File: config.mk
export PLATFORM = sky130hd
export DESIGN_NAME = i2c_register_target_port
export DESIGN_NICKNAME = d
export VERILOG_FILES = /design/src/hw/i2c_port_pkg.sv /design/src/hw/i2c_register_target_port.sv /design/src/hw/pin_sync.sv /design/src/hw/word_pair_fifo.sv
export SDC_FILE = /design/constraint.sdc
export NUM_CORES = 1
export LEC_CHECK = 0
export ABC_AREA = 1
export ABC_CLOCK_PERIOD_IN_PS = 7800
export BUFFER_PORTS_ARGS = -buffer_cell sky130_fd_sc_hd__buf_2
export CAP_MARGIN = 15
export CORE_ASPECT_RATIO = 1.25
export CORE_MARGIN = 5
export CORE_UTILIZATION = 60
export CTS_CLUSTER_DIAMETER = 200
export DETAILED_ROUTE_END_ITERATION = 8
export PLACE_DENSITY = 0.87
export SLEW_MARGIN = 0
export SYNTH_ARGS = -nofsm -noshare
export SYNTH_HDL_FRONTEND = slang
export SYNTH_SLANG_ARGS = --single-unit
File: constraint.sdc
create_clock -name clock -period 7.8 [get_ports clock]
set_input_delay 0.78 -clock clock [delete_from_list [all_inputs] [get_ports clock]]
set_output_delay 0.78 -clock clock [all_outputs]
set_load 0.05 [all_outputs]
File: src/hw/i2c_port_pkg.sv
package i2c_port_pkg;

  // ****************************************
  // framing
  // ****************************************
  localparam logic [3:0] CNT_ZERO = 4'h0;
  localparam logic [3:0] CNT_ONE = 4'h1;
  localparam logic [3:0] CNT_ACK = 4'h8;
  localparam logic [3:0] CNT_END = 4'h9;

  // ****************************************
  // address
  // ****************************************
  localparam logic [2:0] ADDR_FIXED = 3'h2;
  localparam int ADDR_W = 7;
  localparam int SEL_W = 4;

  typedef logic [1:0] pin_code_t;
  localparam pin_code_t PIN_GND = 2'h0;
  localparam pin_code_t PIN_FLOAT = 2'h1;
  localparam pin_code_t PIN_HIGH = 2'h2;

  localparam logic [1:0] LOW_HIGH = 2'h0;
  localparam logic [1:0] LOW_FLOAT = 2'h2;
  localparam logic [1:0] LOW_GND = 2'h3;

  // pad code to two address bits; an illegal code reads as floating
  function automatic logic [1:0] sel_bits(input pin_code_t code);
    logic [1:0] bits;
    bits = LOW_FLOAT;
    unique case (code)
      PIN_HIGH: bits = LOW_HIGH;
      PIN_GND: bits = LOW_GND;
      default: bits = LOW_FLOAT;
    endcase
    return bits;
  endfunction : sel_bits

  // ****************************************
  // write path and transaction states
  // ****************************************
  typedef logic [1:0] role_t;
  localparam role_t ROLE_PTR = 2'h0;
  localparam role_t ROLE_MSB = 2'h1;
  localparam role_t ROLE_LSB = 2'h2;

  typedef struct packed {
    logic [7:0] ptr;
    logic [15:0] data;
  } wr_word_s;
  localparam int WORD_W = 24;

  typedef enum logic [4:0] {
    ST_IDLE = 5'h01,
    ST_ADDR = 5'h02,
    ST_WRITE = 5'h04,
    ST_READ = 5'h08,
    ST_SKIP = 5'h10
  } state_e;

endpackage : i2c_port_pkg

File: src/hw/i2c_register_target_port.sv
`timescale 1ns/1ns
`default_nettype none
// Behaviour
// [RULE_01] lines idle high, open-drain drive only
// [RULE_02] data falling while clock high starts
// [RULE_03] controller alone drives the clock
// [RULE_04] nine clocks per byte including acknowledge
// [RULE_05] data changes only while clock low
// [RULE_06] receiver acknowledges low; missing ack abandons
// [RULE_07] address byte with direction bit selects target
// [RULE_08] a transaction writes or reads, never both
// [RULE_09] repeated start begins a fresh transaction
// [RULE_10] data rising while clock high stops
// [RULE_11] address 010 plus two select pins
// [RULE_12] pointer, msb, lsb bytes per write
// [RULE_13] target acknowledges address, pointer, data bytes; the lsb byte is nacked here while the write buffer is full
// [RULE_14] further pointer plus pair per write
// [RULE_15] repeated reads from the same pointer
// [RULE_16] pointer persists across transactions
// [RULE_17] read sends high then low repeatedly
// [RULE_18] controller nack makes target release data
// [RULE_19] pointer-only write just loads the pointer
// [RULE_20] bits travel most significant first
module i2c_register_target_port (
  input wire logic clock,
  input wire logic rst_n,
  input wire logic scl_i,
  input wire logic sda_i,
  output logic sda_o,
  output logic sda_oe,
  input wire i2c_port_pkg::pin_code_t addr_select_pin_a,
  input wire i2c_port_pkg::pin_code_t addr_select_pin_b,
  output logic [i2c_port_pkg::ADDR_W-1:0] target_addr,
  output logic [7:0] reg_ptr,
  input wire logic [15:0] rd_data,
  output logic rd_strobe,
  output logic wr_valid,
  input wire logic wr_ready,
  output var i2c_port_pkg::wr_word_s wr_word
);
  import i2c_port_pkg::*;

  // ****************************************
  // reset release
  // ****************************************
  logic rst_meta_q;
  logic rst_sync_q;

  always_ff @(posedge clock or negedge rst_n)
  begin
    if (!rst_n)
    begin
      rst_meta_q <= 1'b0;
      rst_sync_q <= 1'b0;
    end
    else
    begin
      rst_meta_q <= 1'b1;
      rst_sync_q <= rst_meta_q;
    end
  end

  // ****************************************
  // pin sampling
  // ****************************************
  logic [1:0] bus_q;
  logic [1:0] bus_rise;
  logic [1:0] bus_fall;
  logic [SEL_W-1:0] sel_q;
  logic scl;
  logic sda;

  // [RULE_03] clock sampled only
  pin_sync #(.W(2)) u_bus_sync (
    .clock(clock),
    .rst_n(rst_sync_q),
    .d({scl_i, sda_i}),
    .q(bus_q),
    .rise(bus_rise),
    .fall(bus_fall)
  );

  pin_sync #(.W(SEL_W)) u_sel_sync (
    .clock(clock),
    .rst_n(rst_sync_q),
    .d({addr_select_pin_b, addr_select_pin_a}),
    .q(sel_q),
    .rise(),
    .fall()
  );

  assign scl = bus_q[1];
  assign sda = bus_q[0];

  // ****************************************
  // bus conditions and bit timing
  // ****************************************
  state_e state_q;
  state_e state_d;
  logic [3:0] cnt_q;
  logic [3:0] cnt_d;
  logic start_w;
  logic stop_w;
  logic scl_rise;
  logic scl_fall;
  logic ack_slot;
  logic frame_end;
  logic ack_rise;

  assign scl_rise = bus_rise[1];
  assign scl_fall = bus_fall[1];
  // [RULE_02] start detect
  // [RULE_09] repeated start too
  assign start_w = bus_fall[0] & scl;
  // [RULE_10] stop detect
  assign stop_w = bus_rise[0] & scl;
  // [RULE_04] ninth clock is acknowledge
  assign ack_slot = scl_fall & (cnt_q == CNT_ACK);
  assign ack_rise = scl_rise & (cnt_q == CNT_ACK);
  assign frame_end = scl_fall & (cnt_q == CNT_END);
  assign cnt_d = start_w ? CNT_ZERO :
                 frame_end ? CNT_ZERO :
                 scl_rise ? cnt_q + CNT_ONE : cnt_q;

  // ****************************************
  // address match
  // ****************************************
  logic [ADDR_W-1:0] addr_q;
  logic [ADDR_W-1:0] addr_d;
  logic [7:0] rx_q;
  logic match_w;
  logic rw_q;

  // [RULE_11] fixed high bits plus select pins
  assign addr_d = {ADDR_FIXED, sel_bits(sel_q[3:2]), sel_bits(sel_q[1:0])};
  // [RULE_07] compare seven address bits
  assign match_w = (rx_q[7:1] == addr_q);

  // ****************************************
  // write path
  // ****************************************
  role_t role_q;
  logic [7:0] ptr_q;
  logic [7:0] msb_q;
  logic nack_q;
  logic fifo_in_ready;
  logic push_w;
  logic wr_ack_w;
  logic st_addr;
  logic st_write;
  logic st_read;
  wr_word_s push_word;

  assign st_addr = (state_q == ST_ADDR);
  assign st_write = (state_q == ST_WRITE);
  assign st_read = (state_q == ST_READ);
  // [RULE_13] ack every write byte buffer can take
  assign wr_ack_w = (role_q != ROLE_LSB) | fifo_in_ready;
  // [RULE_12] lsb completes a register word
  assign push_w = ack_slot & st_write & (role_q == ROLE_LSB) & fifo_in_ready;
  assign push_word.ptr = ptr_q;
  assign push_word.data = {msb_q, rx_q};

  word_pair_fifo #(.WIDTH(WORD_W)) u_fifo (
    .clock(clock),
    .rst_n(rst_sync_q),
    .in_valid(push_w),
    .in_ready(fifo_in_ready),
    .in_data(push_word),
    .out_valid(wr_valid),
    .out_ready(wr_ready),
    .out_data(wr_word)
  );

  // ****************************************
  // read path
  // ****************************************
  logic [7:0] tx_q;
  logic [7:0] tx_d;
  logic [15:0] word_q;
  logic lo_next_q;
  logic master_ack_q;
  logic load_hi_w;
  logic load_lo_w;
  logic shift_w;
  logic [7:0] tx_byte_w;

  // [RULE_17] high byte then low, again and again
  assign load_hi_w = (st_addr & frame_end & rw_q) |
                     (st_read & frame_end & master_ack_q & ~lo_next_q);
  assign load_lo_w = st_read & frame_end & master_ack_q & lo_next_q;
  // [RULE_05] next bit placed on clock fall
  assign shift_w = st_read & scl_fall & (cnt_q != CNT_ZERO) & (cnt_q < CNT_ACK);
  assign tx_byte_w = load_hi_w ? rd_data[15:8] : word_q[7:0];
  // [RULE_20] msb out first
  assign tx_d = (load_hi_w | load_lo_w) ? tx_byte_w :
                shift_w ? {tx_q[6:0], 1'b0} : tx_q;

  // ****************************************
  // transaction state
  // ****************************************
  always_comb
  begin
    state_d = state_q;
    unique case (state_q)
      ST_IDLE: state_d = ST_IDLE;
      ST_ADDR:
      begin
        if (ack_slot & ~match_w)
          state_d = ST_SKIP;
        // [RULE_08] direction fixed for the transaction
        else if (frame_end)
          state_d = rw_q ? ST_READ : ST_WRITE;
      end
      ST_WRITE:
      begin
        // [RULE_06] own nack abandons the write
        if (frame_end & nack_q)
          state_d = ST_SKIP;
      end
      ST_READ:
      begin
        // [RULE_18] controller nack ends sending
        if (frame_end & ~master_ack_q)
          state_d = ST_SKIP;
      end
      ST_SKIP: state_d = ST_SKIP;
    endcase
    if (start_w)
      state_d = ST_ADDR;
    else if (stop_w)
      state_d = ST_IDLE;
  end

  always_ff @(posedge clock or negedge rst_sync_q)
  begin
    if (!rst_sync_q)
    begin
      state_q <= ST_IDLE;
      cnt_q <= CNT_ZERO;
      rx_q <= '0;
    end
    else
    begin
      state_q <= state_d;
      cnt_q <= cnt_d;
      // [RULE_20] shift in msb first
      if (scl_rise & (cnt_q < CNT_ACK))
        rx_q <= {rx_q[6:0], sda};
    end
  end

  // pins are read while the bus is idle so a strap change waits for a gap
  always_ff @(posedge clock or negedge rst_sync_q)
  begin
    if (!rst_sync_q)
    begin
      addr_q <= '0;
      rw_q <= 1'b0;
    end
    else
    begin
      if (state_q == ST_IDLE)
        addr_q <= addr_d;
      if (st_addr & ack_slot)
        rw_q <= rx_q[0];
    end
  end

  // ****************************************
  // pointer and data capture
  // ****************************************
  always_ff @(posedge clock or negedge rst_sync_q)
  begin
    if (!rst_sync_q)
    begin
      role_q <= ROLE_PTR;
      ptr_q <= '0;
      msb_q <= '0;
      nack_q <= 1'b0;
    end
    else if (start_w)
    begin
      role_q <= ROLE_PTR;
      nack_q <= 1'b0;
    end
    else if (st_write & ack_slot)
    begin
      nack_q <= ~wr_ack_w;
      unique case (role_q)
        // [RULE_19] pointer byte alone loads the pointer
        // [RULE_16] pointer kept across transactions
        ROLE_PTR:
        begin
          ptr_q <= rx_q;
          role_q <= ROLE_MSB;
        end
        ROLE_MSB:
        begin
          msb_q <= rx_q;
          role_q <= ROLE_LSB;
        end
        // [RULE_14] next byte is a new pointer
        ROLE_LSB: role_q <= ROLE_PTR;
        default: role_q <= ROLE_PTR;
      endcase
    end
  end

  // ****************************************
  // read sequencing
  // ****************************************
  always_ff @(posedge clock or negedge rst_sync_q)
  begin
    if (!rst_sync_q)
    begin
      tx_q <= '0;
      word_q <= '0;
      lo_next_q <= 1'b0;
      master_ack_q <= 1'b0;
      rd_strobe <= 1'b0;
    end
    else
    begin
      tx_q <= tx_d;
      // [RULE_15] fresh word from the same pointer
      rd_strobe <= load_hi_w;
      if (load_hi_w)
        word_q <= rd_data;
      if (load_hi_w)
        lo_next_q <= 1'b1;
      else if (load_lo_w | start_w)
        lo_next_q <= 1'b0;
      // [RULE_06] controller ack sampled in ninth clock
      if (st_read & ack_rise)
        master_ack_q <= ~sda;
    end
  end

  // ****************************************
  // data line drive
  // ****************************************
  logic oe_q;
  logic oe_d;

  // [RULE_01] only ever pull low or release
  always_comb
  begin
    oe_d = oe_q;
    if (start_w | stop_w)
      oe_d = 1'b0;
    // [RULE_13] address acknowledged on match
    else if (st_addr & ack_slot)
      oe_d = match_w;
    else if (st_write & ack_slot)
      oe_d = wr_ack_w;
    else if (load_hi_w | load_lo_w)
      oe_d = ~tx_byte_w[7];
    else if (shift_w)
      oe_d = ~tx_q[6];
    // [RULE_18] release for controller ack or after nack
    else if (st_read & ack_slot)
      oe_d = 1'b0;
    else if (frame_end)
      oe_d = 1'b0;
  end

  always_ff @(posedge clock or negedge rst_sync_q)
  begin
    if (!rst_sync_q)
    begin
      oe_q <= 1'b0;
      sda_o <= 1'b0;
    end
    else
    begin
      oe_q <= oe_d;
      sda_o <= 1'b0;
    end
  end

  assign sda_oe = oe_q;
  assign target_addr = addr_q;
  assign reg_ptr = ptr_q;
endmodule : i2c_register_target_port
`default_nettype wire

File: src/hw/pin_sync.sv
`timescale 1ns/1ns
`default_nettype none
module pin_sync #(
  parameter int W = 2
) (
  input wire logic clock,
  input wire logic rst_n,
  input wire logic [W-1:0] d,
  output logic [W-1:0] q,
  output logic [W-1:0] rise,
  output logic [W-1:0] fall
);
  logic [W-1:0] meta_q;
  logic [W-1:0] sync_q;
  logic [W-1:0] prev_q;

  // ****************************************
  // two-stage synchroniser and edge finder
  // ****************************************
  genvar i;
  generate
    for (i = 0; i < W; i++)
    begin : g_bit
      always_ff @(posedge clock or negedge rst_n)
      begin
        if (!rst_n)
        begin
          meta_q[i] <= 1'b1;
          sync_q[i] <= 1'b1;
          prev_q[i] <= 1'b1;
        end
        else
        begin
          meta_q[i] <= d[i];
          sync_q[i] <= meta_q[i];
          prev_q[i] <= sync_q[i];
        end
      end
    end
  endgenerate

  assign q = sync_q;
  assign rise = sync_q & ~prev_q;
  assign fall = ~sync_q & prev_q;
endmodule : pin_sync
`default_nettype wire

File: src/hw/word_pair_fifo.sv
`timescale 1ns/1ns
`default_nettype none
module word_pair_fifo #(
  parameter int WIDTH = 24
) (
  input wire logic clock,
  input wire logic rst_n,
  input wire logic in_valid,
  output logic in_ready,
  input wire logic [WIDTH-1:0] in_data,
  output logic out_valid,
  input wire logic out_ready,
  output logic [WIDTH-1:0] out_data
);
  logic [WIDTH-1:0] head_q;
  logic [WIDTH-1:0] tail_q;
  logic head_v_q;
  logic tail_v_q;
  logic push;
  logic pop;

  // ****************************************
  // two entries, head always presented
  // ****************************************
  assign in_ready = ~tail_v_q;
  assign push = in_valid & ~tail_v_q;
  assign pop = head_v_q & out_ready;

  always_ff @(posedge clock or negedge rst_n)
  begin
    if (!rst_n)
    begin
      head_v_q <= 1'b0;
      tail_v_q <= 1'b0;
    end
    else
    begin
      head_v_q <= pop ? (tail_v_q | push) : (head_v_q | push);
      tail_v_q <= pop ? 1'b0 : (tail_v_q | (head_v_q & push));
    end
  end

  always_ff @(posedge clock or negedge rst_n)
  begin
    if (!rst_n)
    begin
      head_q <= '0;
      tail_q <= '0;
    end
    else
    begin
      if (pop)
        head_q <= tail_v_q ? tail_q : in_data;
      else if (!head_v_q)
        head_q <= in_data;
      if (head_v_q & !pop & push)
        tail_q <= in_data;
    end
  end

  assign out_valid = head_v_q;
  assign out_data = head_q;
endmodule : word_pair_fifo
`default_nettype wire

==> out/metrics.yaml <==
clock_tree:
  numCtsBuffers: 17
  cts_buffer_depth: 2
  post_cts_buffers: 0
  hold_buffers: 0
  cts_num_sinks: 127
  cts_resized: 0
  cts.htree.levels: 4
  path_clk_slew_ps: 50
  clock_latency_ps: 520
  root_buffer: "clkbuf_8"
  cts_tree: "yes"
logic_synthesis:
  synth_edf_count: 0
  synthArstFlopShare_pct: 100.0
  ys_types: 35
  synth_area_um2: 5385
  ys.flop_type: "dfrtp_1"
  yosysSeqAreaShare_pct: 59.36
  yosysTopAreaCell: "dfrtp_1"
  avgSynthCellArea_um2: 9.020
  syn_inst: 597
  ys_ff_latch: 127
  synth.top_cell.area_share_pct: 52.04
  synth_area_leaders: "dfrtp_1, nand2_1, o21ai_0"
  yosysWarnings: 0
worst_setup_path:
  crit_required_ps: 8160
  path_class: "reg -> reg"
  cpMaxStageDelayCell: "nand2_2"
  cp.arrival_ps: 2990
  max_stage_delay_ps: 530
  crit_fanout: 48
  crit_path_start_kind: "flip-flop"
  critical_path.cell_chain: "inv_1, ha_1, inv_1, nor2_1, nand2_2, nor3_4, inv_2, nor4_4, nand2_2, nand2_1, o21ai_0"
  crit_path_end_kind: "flip-flop"
floorplan:
  die_w_um: 94.74
  die_h_um: 115.9
  initial_utilization_pct: 61.56
  coreArea_um2: 8748
  num_rows: 38
  io_pins: 68
  dieArea_um2: 10980
sta:
  rsz0062_at_grt: "false"
  tightest_slew_ps: 979.8
  period_minus_slack_ps: 2637
  hold_viol: 0
  max_freq_mhz: 379.2
  min_period_over_period_pct: 33.81
  finalSetupViolations: 0
  setup_tns_ps: 0
  slew_headroom_pct: 34.08
  final.setup_skew_ps: 7.967
  drv_slew: 0
detailed_routing:
  wl_per_cell_um: 14.20
  drtIter0Drc: 221
  drc: 0
  firstDrtPassIters: 4
  num_vias: 4201
  ant_nets: 0
  vias_per_cell: 5.278
  wirelength_um: 11310
pwr:
  p_switching_w: 0.0003858
  p_per_area_nw_per_um2: 242.1
  clock_power_share_pct: 44.4
  power_w: 0.001533
  p_int_w: 0.001147
  combPwrFrac_pct: 8.9
  p_sw_share_pct: 25.17
  peakVddDrop_uv: 182.3
  leakage_nw: 3.216
  seq_power_share_pct: 46.7
final_layout:
  fillers: 654
  final_layout_size_suffix_gt1_share_pct: 19.08
  instances_no_fill: 796
  area_delta_synth_final_pct: 17.57
  stdcell_area_um2: 6331
  layout_common_cells: "nand2_1, dfrtp_1, o21ai_0"
  final_common_cell: "nand2_1"
  fin_nets: 691
  antenna_cells: 0
place:
  port_buffers: 64
  gp_congestion: 0.8629
  dp_hpwl_um: 7668
  placed_area_um2: 5754
  placedCellCount: 762
grt:
  grt_pass1_wl_um: 19330
  overflow: 0
  grtUsageTotal_pct: 22.71
  grt_max_degree: 71
  grt_pass1_vias: 4272
  grt_antenna_before_repair: 0
status:
  outcome: "finished, final reports clean"
flow_run:
  cap_violations: 0
min_path:
  hold_path.class: "in -> async"
==> power by group through the flow <==
stage | Combinational, W | Sequential, W | Clock (W)
detailed placement | 0.000136 | 0.000727 | 0
global placement | 0.000131 | 0.000725 | 0
global route | 0.000151 | 0.000721 | 0.000728
CTS | 0.000138 | 0.000716 | 0.000693
floorplan | 0.0000564 | 0.000765 | 0
finish | 0.000136 | 0.000716 | 0.000680
==> synthesized netlist by cell type, types with 4 or more instances <==
| master | instances |
|---|---|
| a21oi_1 | 12 |
| clkbuf_1 | 13 |
| dfrtp_1 | 112 |
| dfstp_2 | 15 |
| inv_1 | 58 |
| nand2_1 | 171 |
| nand3_1 | 21 |
| nand4_1 | 7 |
| nor2_1 | 20 |
| nor2_2 | 4 |
| nor3_1 | 7 |
| o21ai_0 | 93 |
| o21ai_1 | 18 |
| o21ai_2 | 5 |
| o31ai_1 | 4 |
==> layout make-up <==
cell class	count	area, µm²	area share, %
sequential	127	3201	50.55
multi-input combinational	391	1854	29.29
clock buffer	26	488.0	7.708
timing repair buffer	67	382.9	6.047
inverter	59	221.5	3.498
tap	120	150.1	2.372
clock inverter	6	33.78	0.5336
==> state kept, by name, indices dropped and copies added (netlist names), 4 cells and up <==
signal             count
target_addr            5
reg_ptr                8
word_q                 8
tx_q                   7
msb_q                  8
u_sel_sync.q           4
state_q                5
rx_q                   8
u_fifo.out_data       24
u_sel_sync.meta_q      4
u_fifo.tail_q         24
cnt_q                  4
==> kinds of logic (layout without fill, tap and decap cells) <==
family          Yosys count  after routing  share of synthesized area [%]
flops                   127            127                          59.36
fa+ha+maj                 3              3                         0.6971
simple gates            242            242                          19.28
xor+xnor                  3              3                         0.4880
other cells               2              4                         0.1395
compound gates          139            139                          13.69
buf+inv                  81            158                          6.343
==> worst max-delay path, delay by kind of cell (launching register included) <==
kind	cells	cell delay [ps]
AOI/OAI and AO/OA	1	120
adders and majority gates	1	150
buffers and inverters	3	270
DFF	1	420
and+or+nand+nor	6	1510
==> per-stage QoR <==
step,hold slack (ps),utilization [%],setup slack (ps)
CTS,15.02,71.74,5047
finish,40.25,72.37,5163
floorplan,331.2,-,4026
global route,11.04,72.37,4854
detailed placement,335.5,65.78,4661
global placement,337.3,65.78,4802
==> path summary, 6_finish.rpt <==
kind	startpoint	to	slack, ps	cells after the start
worst max-delay path	cnt_q[0]	u_fifo.tail_q[5]	5160	11
worst min-delay path	rst_n	rst_sync_q	40	1
worst max register to register	cnt_q[0]	u_fifo.tail_q[5]	5160	11
worst min register to register	rst_meta_q	rst_sync_q	350	0
max in group asynchronous	rst_sync_q	u_fifo.tail_v_q	6090	1
min in group clock	rst_meta_q	rst_sync_q	350	0
==> layer usage <==
| layer | up-vias | track usage [%] | wire length (µm) | share of wire (%) |
|---|---|---|---|---|
| met5 | - | 0 | 0 | 0 |
| met4 | 0 | 9.240 | 200 | 1.8 |
| li1 | 2070 | - | - | - |
| met3 | 23 | 7.532 | 557 | 4.9 |
| met2 | 117 | 38.05 | 5942 | 53 |
| met1 | 1991 | 26.95 | 4606 | 41 |
Power figures use the tool's default switching activity.
